==> src/shared/encoder_pulse_divider_pkg.sv <==
/*
 * constants shared by the encoder pulse divider: switch field layout,
 * register offsets, reset values and field positions of the register map.
 * assumes nothing of its surroundings.
 */
`default_nettype none
package encoder_pulse_divider_pkg;
    // switch bank layout (index into divider_setting_switch)
    localparam int          SW_WIDTH       = 7;
    localparam int          SW_FACTOR_LSB  = 0;
    localparam int          SW_FACTOR_W    = 5;
    localparam int          SW_OTYPE_BIT   = 5;
    localparam int          SW_CLEAR_BIT   = 6;

    // register byte offsets
    localparam logic [11:0] CTRL_OFFSET    = 12'h000;
    localparam logic [11:0] STATUS_OFFSET  = 12'h004;

    // control register fields
    localparam int          CTRL_EN_BIT    = 0;
    localparam int          CTRL_CLR_BIT   = 1;
    localparam logic        CTRL_EN_RESET  = 1'b1;
    localparam logic        CTRL_CLR_RESET = 1'b0;

    // status register fields
    localparam int          STAT_FACTOR_LSB = 0;
    localparam int          STAT_OTYPE_BIT  = 5;
    localparam int          STAT_CLEAR_BIT  = 6;
    localparam int          STAT_DIR_BIT    = 7;
    localparam int          STAT_A_BIT      = 8;
    localparam int          STAT_B_BIT      = 9;

    // output type selection
    typedef enum logic {OTYPE_PULSES, OTYPE_DIRECTION} otype_t;

    localparam logic [4:0]  FACTOR_RESET   = 5'h01;
endpackage : encoder_pulse_divider_pkg
`default_nettype wire

==> src/hdl/edge_divider.sv <==
/*
 * one phase of the divider: counts both edges of a synchronised phase and
 * toggles its output every n edges, so the output period is n input periods.
 * assumes edge_p is a one-cycle pulse on pclk and factor is at least 1.
 */
`timescale 1ns/1ps
`default_nettype none
module edge_divider
    import encoder_pulse_divider_pkg::*;
#(
    parameter int FACTOR_W = 5
) (
    input  wire logic                pclk,
    input  wire logic                presetn,
    input  wire logic                clear,
    input  wire logic                edge_p,
    input  wire logic [FACTOR_W-1:0] factor,
    output logic                     div_out
);
    logic [FACTOR_W-1:0] cnt_q;

    // counting both edges lets odd factors give an exact period of n cycles
    always_ff @(posedge pclk or negedge presetn) begin
        if (!presetn) begin
            cnt_q   <= '0;
            div_out <= 1'b0;
        end else if (clear) begin
            cnt_q   <= '0;
            div_out <= 1'b0;
        end else if (edge_p) begin
            // >= guards against a factor lowered without a clear
            if (cnt_q >= factor - FACTOR_W'(1)) begin
                cnt_q   <= '0;
                div_out <= ~div_out;
            end else begin
                cnt_q <= cnt_q + FACTOR_W'(1);
            end
        end
    end
endmodule : edge_divider
`default_nettype wire

==> src/hdl/encoder_pulse_divider.sv <==
/*
 * encoder pulse divider: synchronises quadrature inputs and switch bank,
 * divides both phases by n, optionally replaces phase b by direction, and
 * offers control and status over apb.
 * assumes a static switch bank and encoder phases asynchronous to pclk.
 */
// Implementation choices: the APB register port and the placing of the registers.
// What this block does
// - output frequency equals input frequency divided by factor n
// - any factor from 1 to 31 is accepted and applied
// - factor comes from switch field bits 0 to 4, bit 0 lowest
// - a switch that is on reads as 0, off reads as 1
// - output type 0: divided a and b on line and open-collector pins
// - output type 1: phase b pins carry direction, phase a stays divided
// - direction low when a leads b, high when b leads a
`timescale 1ns/1ps
`default_nettype none
module encoder_pulse_divider
    import encoder_pulse_divider_pkg::*;
(
    input  wire logic                pclk,
    input  wire logic                presetn,
    input  wire logic                psel,
    input  wire logic                penable,
    input  wire logic                pwrite,
    input  wire logic [11:0]         paddr,
    input  wire logic [31:0]         pwdata,
    output logic                     pready,
    output logic [31:0]              prdata,
    output logic                     pslverr,
    input  wire logic                phase_a_in,
    input  wire logic                phase_b_in,
    input  wire logic [SW_WIDTH-1:0] divider_setting_switch,
    output logic                     line_a_out_p,
    output logic                     line_a_out_n,
    output logic                     line_b_out_p,
    output logic                     line_b_out_n,
    output logic                     open_collector_a_out,
    output logic                     open_collector_a_oe,
    output logic                     open_collector_b_out,
    output logic                     open_collector_b_oe
);
    logic [1:0]          ph_s1_q, ph_s2_q, ph_prev_q;
    logic [SW_WIDTH-1:0] sw_s1_q, sw_s2_q;
    logic [4:0]          factor_q;
    logic                otype_q;
    logic                clear_q;
    logic                dir_q;
    logic                ctrl_en_q, ctrl_clr_q;
    logic [1:0]          edge_p;
    logic [1:0]          div_q;
    logic                clear_all;
    logic                b_sel;
    logic [SW_WIDTH-1:0] sw_logic;

    // two flops before anything looks at a pin
    always_ff @(posedge pclk or negedge presetn) begin
        if (!presetn) begin
            ph_s1_q   <= 2'h0;
            ph_s2_q   <= 2'h0;
            ph_prev_q <= 2'h0;
        end else begin
            ph_s1_q   <= {phase_b_in, phase_a_in};
            ph_s2_q   <= ph_s1_q;
            ph_prev_q <= ph_s2_q;
        end
    end

    always_ff @(posedge pclk or negedge presetn) begin
        if (!presetn) begin
            sw_s1_q <= '0;
            sw_s2_q <= '0;
        end else begin
            sw_s1_q <= divider_setting_switch;
            sw_s2_q <= sw_s1_q;
        end
    end

    assign edge_p   = ph_s2_q ^ ph_prev_q;
    // pin high means the switch is on, which is logic 0
    assign sw_logic = ~sw_s2_q;

    // factor 0 is not a valid setting; it is run as 1 rather than stalling
    always_ff @(posedge pclk or negedge presetn) begin
        if (!presetn) begin
            factor_q <= FACTOR_RESET;
            otype_q  <= 1'b0;
            clear_q  <= 1'b1;
        end else begin
            factor_q <= (sw_logic[SW_FACTOR_LSB +: SW_FACTOR_W] == 5'h00) ? 5'h01
                      : sw_logic[SW_FACTOR_LSB +: SW_FACTOR_W];
            otype_q  <= sw_logic[SW_OTYPE_BIT];
            clear_q  <= ~sw_logic[SW_CLEAR_BIT];  // clear while the bit is 0
        end
    end

    assign clear_all = clear_q | ctrl_clr_q;

    genvar gi;
    generate
        for (gi = 0; gi < 2; gi++) begin : g_phase
            edge_divider #(.FACTOR_W(SW_FACTOR_W)) u_div (
                .pclk    (pclk),
                .presetn (presetn),
                .clear   (clear_all),
                .edge_p  (edge_p[gi]),
                .factor  (factor_q),
                .div_out (div_q[gi])
            );
        end
    endgenerate

    // each phase sampled at each edge of the other tells the order
    always_ff @(posedge pclk or negedge presetn) begin
        if (!presetn) begin
            dir_q <= 1'b0;
        end else if (edge_p[0]) begin
            dir_q <= ph_s2_q[1] ^ ~ph_s2_q[0];
        end else if (edge_p[1]) begin
            dir_q <= ph_s2_q[0] ^ ph_s2_q[1];
        end
    end

    assign b_sel = (otype_q == OTYPE_DIRECTION) ? dir_q : div_q[1];

    // disabled outputs rest at level 0, n lines and open-collector enables high; open collector pulls low when level is 0
    always_ff @(posedge pclk or negedge presetn) begin
        if (!presetn) begin
            line_a_out_p         <= 1'b0;
            line_a_out_n         <= 1'b1;
            line_b_out_p         <= 1'b0;
            line_b_out_n         <= 1'b1;
            open_collector_a_out <= 1'b0;
            open_collector_a_oe  <= 1'b1;
            open_collector_b_out <= 1'b0;
            open_collector_b_oe  <= 1'b1;
        end else begin
            line_a_out_p         <= ctrl_en_q & div_q[0];
            line_a_out_n         <= ~(ctrl_en_q & div_q[0]);
            line_b_out_p         <= ctrl_en_q & b_sel;
            line_b_out_n         <= ~(ctrl_en_q & b_sel);
            open_collector_a_out <= ctrl_en_q & div_q[0];
            open_collector_a_oe  <= ~(ctrl_en_q & div_q[0]);
            open_collector_b_out <= ctrl_en_q & b_sel;
            open_collector_b_oe  <= ~(ctrl_en_q & b_sel);
        end
    end

    // apb slave: no wait state; read data is put into a flop during the setup cycle
    always_ff @(posedge pclk or negedge presetn) begin
        if (!presetn) begin
            pready  <= 1'b0;
            prdata  <= 32'h0000_0000;
            pslverr <= 1'b0;
        end else if (psel && !penable && !pready) begin
            pready  <= 1'b1;
            prdata  <= 32'h0000_0000;
            pslverr <= 1'b0;
            if (paddr == CTRL_OFFSET) begin
                if (!pwrite) begin
                    prdata[CTRL_EN_BIT]  <= ctrl_en_q;
                    prdata[CTRL_CLR_BIT] <= ctrl_clr_q;
                end
            end else if (paddr == STATUS_OFFSET) begin
                if (!pwrite) begin
                    prdata[STAT_FACTOR_LSB +: 5] <= factor_q;
                    prdata[STAT_OTYPE_BIT]       <= otype_q;
                    prdata[STAT_CLEAR_BIT]       <= clear_all;
                    prdata[STAT_DIR_BIT]         <= dir_q;
                    prdata[STAT_A_BIT]           <= div_q[0];
                    prdata[STAT_B_BIT]           <= div_q[1];
                end
            end else begin
                pslverr <= 1'b1;
            end
        end else begin
            pready  <= 1'b0;
            pslverr <= 1'b0;
        end
    end

    always_ff @(posedge pclk or negedge presetn) begin
        if (!presetn) begin
            ctrl_en_q  <= CTRL_EN_RESET;
            ctrl_clr_q <= CTRL_CLR_RESET;
        end else if (psel && penable && pready && pwrite && paddr == CTRL_OFFSET) begin
            ctrl_en_q  <= pwdata[CTRL_EN_BIT];
            ctrl_clr_q <= pwdata[CTRL_CLR_BIT];
        end
    end

    // helper: edges of phase a seen since the last toggle of its divider
    logic [5:0] a_edges_q;
    logic       div_a_last_q;
    always_ff @(posedge pclk or negedge presetn) begin
        if (!presetn) begin
            a_edges_q    <= 6'h00;
            div_a_last_q <= 1'b0;
        end else begin
            div_a_last_q <= div_q[0];
            if (clear_all || (div_q[0] != div_a_last_q)) begin
                a_edges_q <= {5'h00, edge_p[0] & ~clear_all};
            end else if (edge_p[0]) begin
                a_edges_q <= a_edges_q + 6'h01;
            end
        end
    end
endmodule : encoder_pulse_divider
`default_nettype wire

==> config.mk <==
export PLATFORM = sky130hd
export DESIGN_NAME = encoder_pulse_divider
export DESIGN_NICKNAME = d
export VERILOG_FILES = /design/src/shared/encoder_pulse_divider_pkg.sv /design/src/hdl/edge_divider.sv /design/src/hdl/encoder_pulse_divider.sv
export SDC_FILE = /design/constraint.sdc
export NUM_CORES = 1
export LEC_CHECK = 0
export BUFFER_PORTS_ARGS = -buffer_cell sky130_fd_sc_hd__buf_2
export CELL_PAD_IN_SITES_DETAIL_PLACEMENT = 0
export CELL_PAD_IN_SITES_GLOBAL_PLACEMENT = 1
export CORE_MARGIN = 10
export CORE_UTILIZATION = 39
export DETAILED_ROUTE_END_ITERATION = 10
export GPL_TIMING_DRIVEN = 0
export HOLD_SLACK_MARGIN = 0.15
export PLACE_DENSITY_LB_ADDON = 0.3
export SYNTH_ARGS = -nofsm -noshare
export SYNTH_HDL_FRONTEND = slang
export SYNTH_SLANG_ARGS = --single-unit
==> constraint.sdc <==
create_clock -name pclk -period 8.2 [get_ports pclk]
set_clock_uncertainty 0.05 [all_clocks]
set_input_delay 0.41 -clock pclk [delete_from_list [all_inputs] [get_ports pclk]]
set_output_delay 0.41 -clock pclk [all_outputs]
set_load 0.005 [all_outputs]
## Word-level counts from Yosys, hierarchy flattened

Cells that the tools add are included.

| word-level totals | value |
|---|---|
| flip-flop bits (word level) | 58 |
| output and inout bits | 42 |
| logic and storage cells | 83 |

| cells by class | value |
|---|---|
| $add $sub $neg | 3 |
| magnitude comparators | 2 |
| eq/ne operators | 1 |
| multiplexer cells | 25 |
| bitwise logic cells | 13 |
| reduce and logical (&&, ||, !) cells | 17 |

Operators by type and width:

| kind | number |
|---|---|
| 2-to-1 mux 5 bit | 7 |
| 2-to-1 mux 10 bit | 2 |
| 2-to-1 mux 1 bit | 13 |
| equality test 12 x 3 -> 1 bit (second input constant) | 1 |
| zero test 12 bit | 1 |
| adder 5 x 1 -> 5 bit (second input constant) | 2 |
| greater-or-equal comparator 5 bit | 2 |
| nonzero test 2 bit | 5 |
| 2-to-1 mux 8 bit | 1 |
| NOT 7 bit | 1 |
| logical AND 1 bit | 6 |
| NOT 1 bit | 6 |
| zero test 5 bit | 1 |
| subtractor 5 x 1 -> 5 bit (second input constant) | 1 |
| 2-to-1 mux 2 bit | 2 |
| AND reduction 2 bit | 2 |
| AND 1 bit | 2 |
| zero test 1 bit | 2 |
| bitwise XOR 1 bit | 2 |
| bitwise XOR 2 bit | 1 |
| bitwise OR 1 bit | 1 |

## Longest topological paths before layout

Gate-level depths: netlist (run 1).

| depth | value |
|---|---|
| depth in word-level cells | 5 |
| mapped depth | 10 |

## Modules after synthesis

Synthesis (run 1) repeated with hierarchy kept, for this count alone.

| second synthesis, totals | value |
|---|---|
| cells, all modules | 248 |
| area, all modules | 2777.7 um^2 |

Modules (own cells, without submodules):

| module | instances | cells each | area an instance (um^2) |
|---|---|---|---|
| encoder_pulse_divider | 1 | 134 | 1804.2 |
| edge_divider | 2 | 57 | 486.7 |

## Worst setup path before layout (run 1)

OpenSTA, ideal clock, no wires.

| timing path | value |
|---|---|
| kind | reg2reg |
| start | register factor_q[0] |
| end | register g_phase[0].u_div.div_out |
| library setup time | 0.122 ns |
| arrival time | 2.495 ns |
| data required time | 8.028 ns |
| path slack | 5.534 ns |
| stages on the path, launching flop included | 11 |
| cells stage by stage | dfstp_2 > inv_1 > ha_1 > xnor2_1 > ha_1 > a21oi_1 > o21ai_0 > maj3_2 > maj3_2 > a21o_1 > a32o_1 |

| between the ends | value |
|---|---|
| longest elaborated chain between the ends | 4 |

Ends and longest elaborated chain:

| item | line | RTL |
|---|---|---|
| start: declaration | encoder_pulse_divider.sv:45 | `logic [4:0] factor_q;` |
| start signal: assignment | encoder_pulse_divider.sv:90 | `factor_q <= (sw_logic[SW_FACTOR_LSB +: SW_FACTOR_W] == 5'h00) ? 5'h01` |
| subtractor 5 x 1 -> 5 bit | edge_divider.sv:32 | `if (cnt_q >= factor - FACTOR_W'(1)) begin` |
| greater-or-equal comparator 5 bit | edge_divider.sv:32 |  |
| nonzero test 2 bit (no source line) | n/a |  |
| AND reduction 2 bit (no source line) | n/a |  |
| end signal: assignment | edge_divider.sv:34 | `div_out <= ~div_out;` |
| end: declaration | edge_divider.sv:18 | `output logic div_out` |

Every way passes these cells.
A chain may end at the register's enable or synchronous reset.

## Worst setup path after layout (run 1)

| timing path | value |
|---|---|
| start | register factor_q[0] |
| end | register g_phase[1].u_div.cnt_q[2] |

| between the ends | value |
|---|---|
| longest elaborated chain between the ends | 5 |

Ends and longest elaborated chain:

| item | line | RTL |
|---|---|---|
| subtractor 5 x 1 -> 5 bit | edge_divider.sv:32 |  |
| greater-or-equal comparator 5 bit | edge_divider.sv:32 |  |
| 2-to-1 mux 5 bit | edge_divider.sv:32 |  |
| 2-to-1 mux 5 bit | edge_divider.sv:30 | `end else if (edge_p) begin` |
| 2-to-1 mux 5 bit | edge_divider.sv:27 | `end else if (clear) begin` |
| end signal: assignment | edge_divider.sv:36 | `cnt_q <= cnt_q + FACTOR_W'(1);` |
| end: declaration | edge_divider.sv:20 | `logic [FACTOR_W-1:0] cnt_q;` |

Every way passes these cells. The select of a mux whose other input is x is not followed.

==> results of run 1 <==
==> area by class of cell <==
class / count / share of cell area
tap: 77 / 0.02894
clock buffer: 12 / 0.04660
timing repair buffer: 57 / 0.1015
inverter: 13 / 0.01466
buffer: 28 / 0.06088
clock inverter: 4 / 0.02217
multi-input combinational: 145 / 0.2875
sequential: 58 / 0.4378
==> registers in the layout, indices dropped and copies added (netlist names) <==
name                   count
g_phase.u_div.cnt_q       10
ctrl_clr_q                 1
open_collector_a_out       1
open_collector_a_oe        1
otype_q                    1
pslverr                    1
sw_s2_q                    7
open_collector_b_out       1
open_collector_b_oe        1
ph_s2_q                    2
clear_q                    1
sw_s1_q                    7
prdata                    10
factor_q                   5
ph_prev_q                  2
dir_q                      1
g_phase.u_div.div_out      2
ph_s1_q                    2
ctrl_en_q                  1
pready                     1
==> cells by family (layout without fill, tap and decap cells) <==
family                   count (synthesis)  in the layout
flip-flops                              58             58
AND/OR/NAND/NOR                         55             55
other                                    1             22
adder cells (fa/ha/maj)                 13             13
AO/OA/AOI/OAI                           42             42
XOR/XNOR                                 6              6
buffers and inverters                   41            114
multiplexers                             7              7
==> worst register-to-register path: stages (launching register included) <==
cell     delay [ns]
dfstp_2        0.56
inv_1          0.08
ha_1           0.22
xnor2_1        0.25
ha_1           0.29
a21oi_1        0.13
o21ai_0        0.09
maj3_1         0.43
o31a_1         0.37
nor4b_1        0.26
a21o_1         0.12
==> power by group through the flow <==
stage,Clock [mW],Sequential (mW),Combinational (mW)
final,0.297,0.325,0.0932
after global routing,0.321,0.328,0.109
after CTS,0.306,0.325,0.0931
after detailed placement,0,0.330,0.0892
after global placement,0,0.329,0.0874
after floorplan,0,0.324,0.0655
==> how the worst min path moves through the flow <==
stage / from / end
6_report: pwdata[1] / ctrl_clr_q
5_1_grt: pwdata[1] / ctrl_clr_q
4_1_cts: pwdata[1] / ctrl_clr_q
3_5_place_dp: sw_s1_q[1] / sw_s2_q[1]
3_3_place_gp: sw_s1_q[6] / sw_s2_q[6]
2_1_floorplan: presetn / ctrl_clr_q
==> layout by cell type, fill, tap and decap left out, types with 4 or more instances in the layout <==
cell / netlist / layout
xnor2_1: 4 / 4
buf_2: 0 / 46
a21o_1: 5 / 5
inv_1: 13 / 13
mux2_2: 4 / 4
nor2_1: 6 / 6
dfstp_2: 5 / 5
a22o_1: 7 / 7
clkbuf_8: 0 / 11
buf_4: 26 / 27
ha_1: 9 / 9
nand2_1: 21 / 21
dlygate4sd3_1: 0 / 10
o21ai_0: 11 / 11
dfrtp_1: 53 / 53
nand3_1: 5 / 5
a21oi_1: 4 / 4
conb_1: 1 / 22
==> routing by layer <==
metal / track usage / vias to the layer above / wire length [um]
met2: 0.1797 / 48 / 2628
met3: 0.05174 / 6 / 337
met4: 0.04502 / 0 / 39
met1: 0.1182 / 842 / 2252
met5: 0 / - / 0
li1: - / 903 / -
==> what timing repair did <==
item / CTS / global route
endpoints found under the setup margin: 0 / 0
hold endpoints to repair: 9 / 53
buffers inserted: 0 / 0
hold buffers: 9 / 1
==> through the flow <==
stage	power (mW)	worst slack [ns]
floorplan	0.3895	5.534
global placement	0.4168	5.269
detailed placement	0.4191	5.263
CTS	0.7234	5.242
global route	0.7581	5.071
finish	0.7151	5.299
==> flow_metrics.env, run 1 <==
export IMPL_maxCapViolCount=0
export IMPL_period_share=0.3538
export IMPL_dp_hpwl_um=3844
export IMPL_hold_depth=2
export IMPL_clk_pin_slew_ns=0.06
export IMPL_die_x_um=101.5
export IMPL_yosysTopAreaCellShare=0.5126
export IMPL_powerDensity_nw_per_um2=214.8
export IMPL_critical_path_arrival_ns=3.12
export IMPL_synth_top_flop_cell="dfrtp_1"
export IMPL_holdWs_ns=0.2581
export IMPL_p_comb_frac=0.130
export IMPL_synthToLayoutAreaGrowth_pct=28.67
export IMPL_power_share_sequential=0.454
export IMPL_drc=0
export IMPL_h_tree_depth=3
export IMPL_p_sw_frac=0.2447
export IMPL_synth_seq_cells=58
export IMPL_regArea_um2=1458
export IMPL_yosysUniqueCellTypes=45
export IMPL_synth_top_area_cell="dfrtp_1"
export IMPL_ant_nets=0
export IMPL_syn_area_um2=2587
export IMPL_p_leak_nw=1.743
export IMPL_worst_path_buf_inv=1
export IMPL_nNetsFinal=379
export IMPL_critPathMaxFanout=5
export IMPL_ir_drop_uv=133.1
export IMPL_status="complete, no violations"
export IMPL_yosys_warnings=0
export IMPL_via_per_inst=4.566
export IMPL_port_buffers=47
export IMPL_synthAdderAreaFrac=0.05996
export IMPL_ys_seq_area_frac=0.5633
export IMPL_drtIter0Drc=96
export IMPL_multi_input_area_um2=957.2
export IMPL_critPathMaxStageDelay_ns=0.56
export IMPL_path_cells="inv_1 > ha_1 > xnor2_1 > ha_1 > a21oi_1 > o21ai_0 > maj3_1 > o31a_1 > nor4b_1 > a21o_1"
export IMPL_ff2ff_path_depth=10
export IMPL_grt_pass1_vias=1833
export IMPL_setup_viol=0
export IMPL_grtUsageTotal=0.1091
export IMPL_core_area_um2=6386
export IMPL_place_gp_congestion=0.7616
export IMPL_cts_buffers=9
export IMPL_hold_path_class="input port to register"
export IMPL_grt_pass1_wl_um=8825
export IMPL_pin_count=100
export IMPL_die_height_um=101.5
export IMPL_worstSetupPathType="register to register"
export IMPL_synth_edf_count=0
export IMPL_die_area_um2=10290
export IMPL_num_fill_cells=577
export IMPL_required_ns=8.42
export IMPL_drive_gt1_frac=0.3281
export IMPL_finalCriticalPeriod_ns=2.901
export IMPL_p_clk_frac=0.416
export IMPL_drt_wl_total_um=5258
export IMPL_yosysMostFrequentCell="dfrtp_1"
export IMPL_cts_resized=0
export IMPL_p_sw_mw=0.1749
export IMPL_crit_family="adder cells"
export IMPL_finalHoldViolations=0
export IMPL_tns_ns=0
export IMPL_dp_cells=368
export IMPL_rrSetupSlack_ns=5.30
export IMPL_cts_tree="built"
export IMPL_crit_path_start="factor_q[0]"
export IMPL_yosys_area_share_simple=0.1093
export IMPL_rows=29
export IMPL_grt_max_degree=59
export IMPL_rsz0062_at_grt="false"
export IMPL_max_freq_mhz=344.7
export IMPL_slew_headroom=0.5347
export IMPL_r2r_end="g_phase[1].u_div.cnt_q[2]"
export IMPL_synthTopCellsByArea="dfrtp_1, buf_4, dfstp_2"
export IMPL_worst_pin_slew_ns=0.6980
export IMPL_cp_start_kind="register"
export IMPL_async_flop_share=1.000
export IMPL_final_util=0.5214
export IMPL_endpoint_kind="register"
export IMPL_diodes=0
export IMPL_avgSynthCellArea_um2=11.60
export IMPL_vias=1799
export IMPL_path_depth=10
export IMPL_antenna_found_initial=0
export IMPL_p_int_mw=0.5401
export IMPL_r2r_start="factor_q[0]"
export IMPL_cts_sinks=58
export IMPL_drtPass1Iterations=4
export IMPL_synth_xor_area_frac=0.02031
export IMPL_synth_commonest_cells="dfrtp_1, buf_4, nand2_1"
export IMPL_clockRootBuffer="clkbuf_8"
export IMPL_synth_compound_area_frac=0.1194
export IMPL_timing_critical_path_mode_cell="ha_1"
export IMPL_wire_per_inst_um=13.35
export IMPL_cp_slowest_cell="dfstp_2"
export IMPL_overflow=0
export IMPL_maxSlewViolCount=0
export IMPL_fin_cells=394
export IMPL_start_util=0.4052
export IMPL_clk_path_buf_depth=2
export IMPL_setup_worst_path_end="g_phase[1].u_div.cnt_q[2]"
export IMPL_synth_top_family_by_area="compound AO/OA/AOI/OAI gates"
export IMPL_placed_area_um2=2998
export IMPL_clk_insertion_delay_late_ns=0.33
export IMPL_synthMuxAreaShare=0.02901
export IMPL_syn_inst=223
export IMPL_finish_instance_area_um2=3329
(Power assumes the default switching activity.)
==> inputs of run 2 (changes only) <==
ABC_AREA = 1   (was not set)
CORE_UTILIZATION = 36   (was 39)
clock period = 2.7 ns   (was 8.2 ns; I/O delays follow)
==> flow_metrics.env, run 2 <==
export IMPL_status="complete, no violations"
export IMPL_syn_area_um2=2639
export IMPL_clk_insertion_delay_late_ns=0.34
export IMPL_p_clk_frac=0.369
export IMPL_synth_edf_count=0
export IMPL_nNetsFinal=454
export IMPL_max_freq_mhz=416.3
export IMPL_critPathMaxFanout=7
export IMPL_antenna_found_initial=0
export IMPL_ant_nets=0
export IMPL_ir_drop_uv=262.1
export IMPL_synthToLayoutAreaGrowth_pct=31.82
export IMPL_powerDensity_nw_per_um2=557.8
export IMPL_ys_seq_area_frac=0.5524
export IMPL_clockRootBuffer="clkbuf_8"
export IMPL_overflow=0
export IMPL_yosysTopAreaCellShare=0.5026
export IMPL_h_tree_depth=3
export IMPL_worst_slack_ns=0.2977
export IMPL_syn_inst=286
export IMPL_tns_ns=0
export IMPL_core_area_um2=7176
export IMPL_top_regs="g_phase.u_div.cnt_q: 10 flops, prdata: 10 flops"
export IMPL_synth_seq_cells=58
export IMPL_r2r_end="g_phase[0].u_div.div_out"
export IMPL_grt_pass1_vias=1934
export IMPL_drtIter0Drc=47
export IMPL_timing_critical_path_mode_cell="nand2_1"
export IMPL_place_gp_congestion=0.7401
export IMPL_yosys_warnings=0
export IMPL_finalCriticalPeriod_ns=2.402
export IMPL_grtUsageTotal=0.09872
export IMPL_path_cells="inv_1 > ha_1 > xnor2_1 > ha_1 > nand2_1 > nand2_1 > a21oi_1 > nand2_1 > nand2_1 > inv_1 > nand2_1 > nand2_1 > nand3_1 > nand2_1"
export IMPL_critical_path_arrival_ns=2.59
export IMPL_required_ns=2.89
export IMPL_period_share=0.8897
export IMPL_drt_wl_total_um=5362
export IMPL_worst_pin_slew_ns=0.7105
export IMPL_p_sw_frac=0.2794
export IMPL_diodes=0
export IMPL_worstSetupPathType="register to register"
export IMPL_synth_top_flop_cell="dfrtp_1"
export IMPL_hold_path_class="input port to register"
export IMPL_critPathMaxStageDelay_ns=0.52
export IMPL_p_sw_mw=0.5420
export IMPL_p_leak_nw=1.902
export IMPL_dp_hpwl_um=3874
export IMPL_maxCapViolCount=0
export IMPL_layout_common_cells="nand2_1, dfrtp_1, buf_2, inv_1, buf_4"
export IMPL_drive_gt1_frac=0.2526
export IMPL_pin_count=100
export IMPL_slew_headroom=0.5263
export IMPL_synth_commonest_cells="nand2_1, dfrtp_1, inv_1"
export IMPL_drtPass1Iterations=4
export IMPL_die_height_um=105.6
export IMPL_num_fill_cells=689
export IMPL_rsz0062_at_grt="false"
export IMPL_yosysUniqueCellTypes=25
export IMPL_vias=1987
export IMPL_async_flop_share=1.000
export IMPL_die_x_um=105.6
export IMPL_dp_slack_ns=0.3039
export IMPL_synthTopCellsByArea="dfrtp_1, nand2_1, buf_4"
export IMPL_cp_start_kind="register"
export IMPL_hold_buffers=22
export IMPL_die_area_um2=11150
export IMPL_ff2ff_path_depth=14
export IMPL_via_per_inst=4.047
export IMPL_yosysMostFrequentCell="nand2_1"
export IMPL_cts_sinks=58
export IMPL_clk_pin_slew_ns=0.07
export IMPL_placed_area_um2=3077
export IMPL_p_comb_frac=0.135
export IMPL_endpoint_kind="register"
export IMPL_cts_tree="built"
export IMPL_synth_top_area_cell="dfrtp_1"
export IMPL_finish_instance_area_um2=3478
export IMPL_start_util=0.3677
export IMPL_grt_pass1_wl_um=9004
export IMPL_setup_viol=0
export IMPL_maxSlewViolCount=0
export IMPL_report_power_total_mw=1.940
export IMPL_wire_per_inst_um=10.92
export IMPL_cts_resized=0
export IMPL_cp_slowest_cell="dfstp_2"
export IMPL_holdWs_ns=0.1803
export IMPL_cts_buffers=9
export IMPL_rrSetupSlack_ns=0.30
export IMPL_crit_path_start="factor_q[0]"
export IMPL_power_share_sequential=0.496
export IMPL_avgSynthCellArea_um2=9.227
export IMPL_setup_worst_path_end="g_phase[0].u_div.div_out"
export IMPL_postCtsSetupBuffers=0
export IMPL_port_buffers=47
export IMPL_finalHoldViolations=0
export IMPL_clk_path_buf_depth=2
export IMPL_p_int_mw=1.398
export IMPL_final_common_cell="nand2_1"
export IMPL_grt_max_degree=59
export IMPL_drc=0
export IMPL_rows=31
export IMPL_r2r_start="factor_q[0]"
-- run 2: logic make-up after synthesis --
kind of cell	after synthesis	share of synthesized area
compound gates	25	0.05168
other cells	1	0.001421
buf+inv	72	0.1403
fa+ha+maj	9	0.04268
xor+xnor	10	0.03319
simple gates	111	0.1783
flops	58	0.5524
-- run 2: area by class of cell --
class                   count  area [um^2]  share of cell area
multi-input cells         177        889.6              0.2558
clock buffers              10        137.6             0.03957
inverters                  43        161.4             0.04640
flip-flops and latches     58         1458              0.4191
plain buffers              29        209.0             0.06007
repair buffers             69        457.9              0.1317
well taps                  99        123.9             0.03561
clock inverters             6        41.29             0.01187
-- run 2: metrics by stage --
stage / utilization / std cells
finish: 0.4847 / 491
global route: 0.4847 / 491
CTS: 0.4844 / 491
detailed placement: 0.4288 / 453
global placement: 0.4288 / 453
floorplan: - / 307
-- run 2: how the worst min path moves through the flow --
stage,from,end,slack [ns],depth (start not counted)
6_report,psel,prdata[2],0.18,6
3_3_place_gp,divider_setting_switch[0],sw_s1_q[0],0.19,1
5_1_grt,psel,prdata[2],0.23,6
4_1_cts,psel,prdata[2],0.17,6
3_5_place_dp,phase_b_in,ph_s1_q[1],0.19,1
2_1_floorplan,presetn,ctrl_clr_q,-0.21,0
-- run 2: critical path: cells and delay by family, from the launching register on --
| family | cells | cell delay, ns |
|---|---|---|
| compound gates | 1 | 0.12 |
| xor+xnor | 1 | 0.28 |
| fa+ha+maj | 2 | 0.59 |
| buf+inv | 2 | 0.16 |
| flops | 1 | 0.52 |
| simple gates | 8 | 0.59 |
-- run 2: per-layer routing --
metal  GRT usage  vias to the layer above  routed length, um
met4     0.04352                        0                 83
met5           0                        -                  0
met3     0.04994                        9                491
li1            -                     1049                  -
met2      0.1467                       58               2347
met1      0.1177                      871               2439
-- run 2: power groups by stage --
stage / clock network, mW / logic [mW] / registers, mW
4_1_cts: 0.740 / 0.265 / 0.963
2_1_floorplan: 0 / 0.175 / 0.965
3_3_place_gp: 0 / 0.239 / 0.977
3_5_place_dp: 0 / 0.243 / 0.979
5_1_grt: 0.784 / 0.311 / 0.968
6_report: 0.715 / 0.263 / 0.962
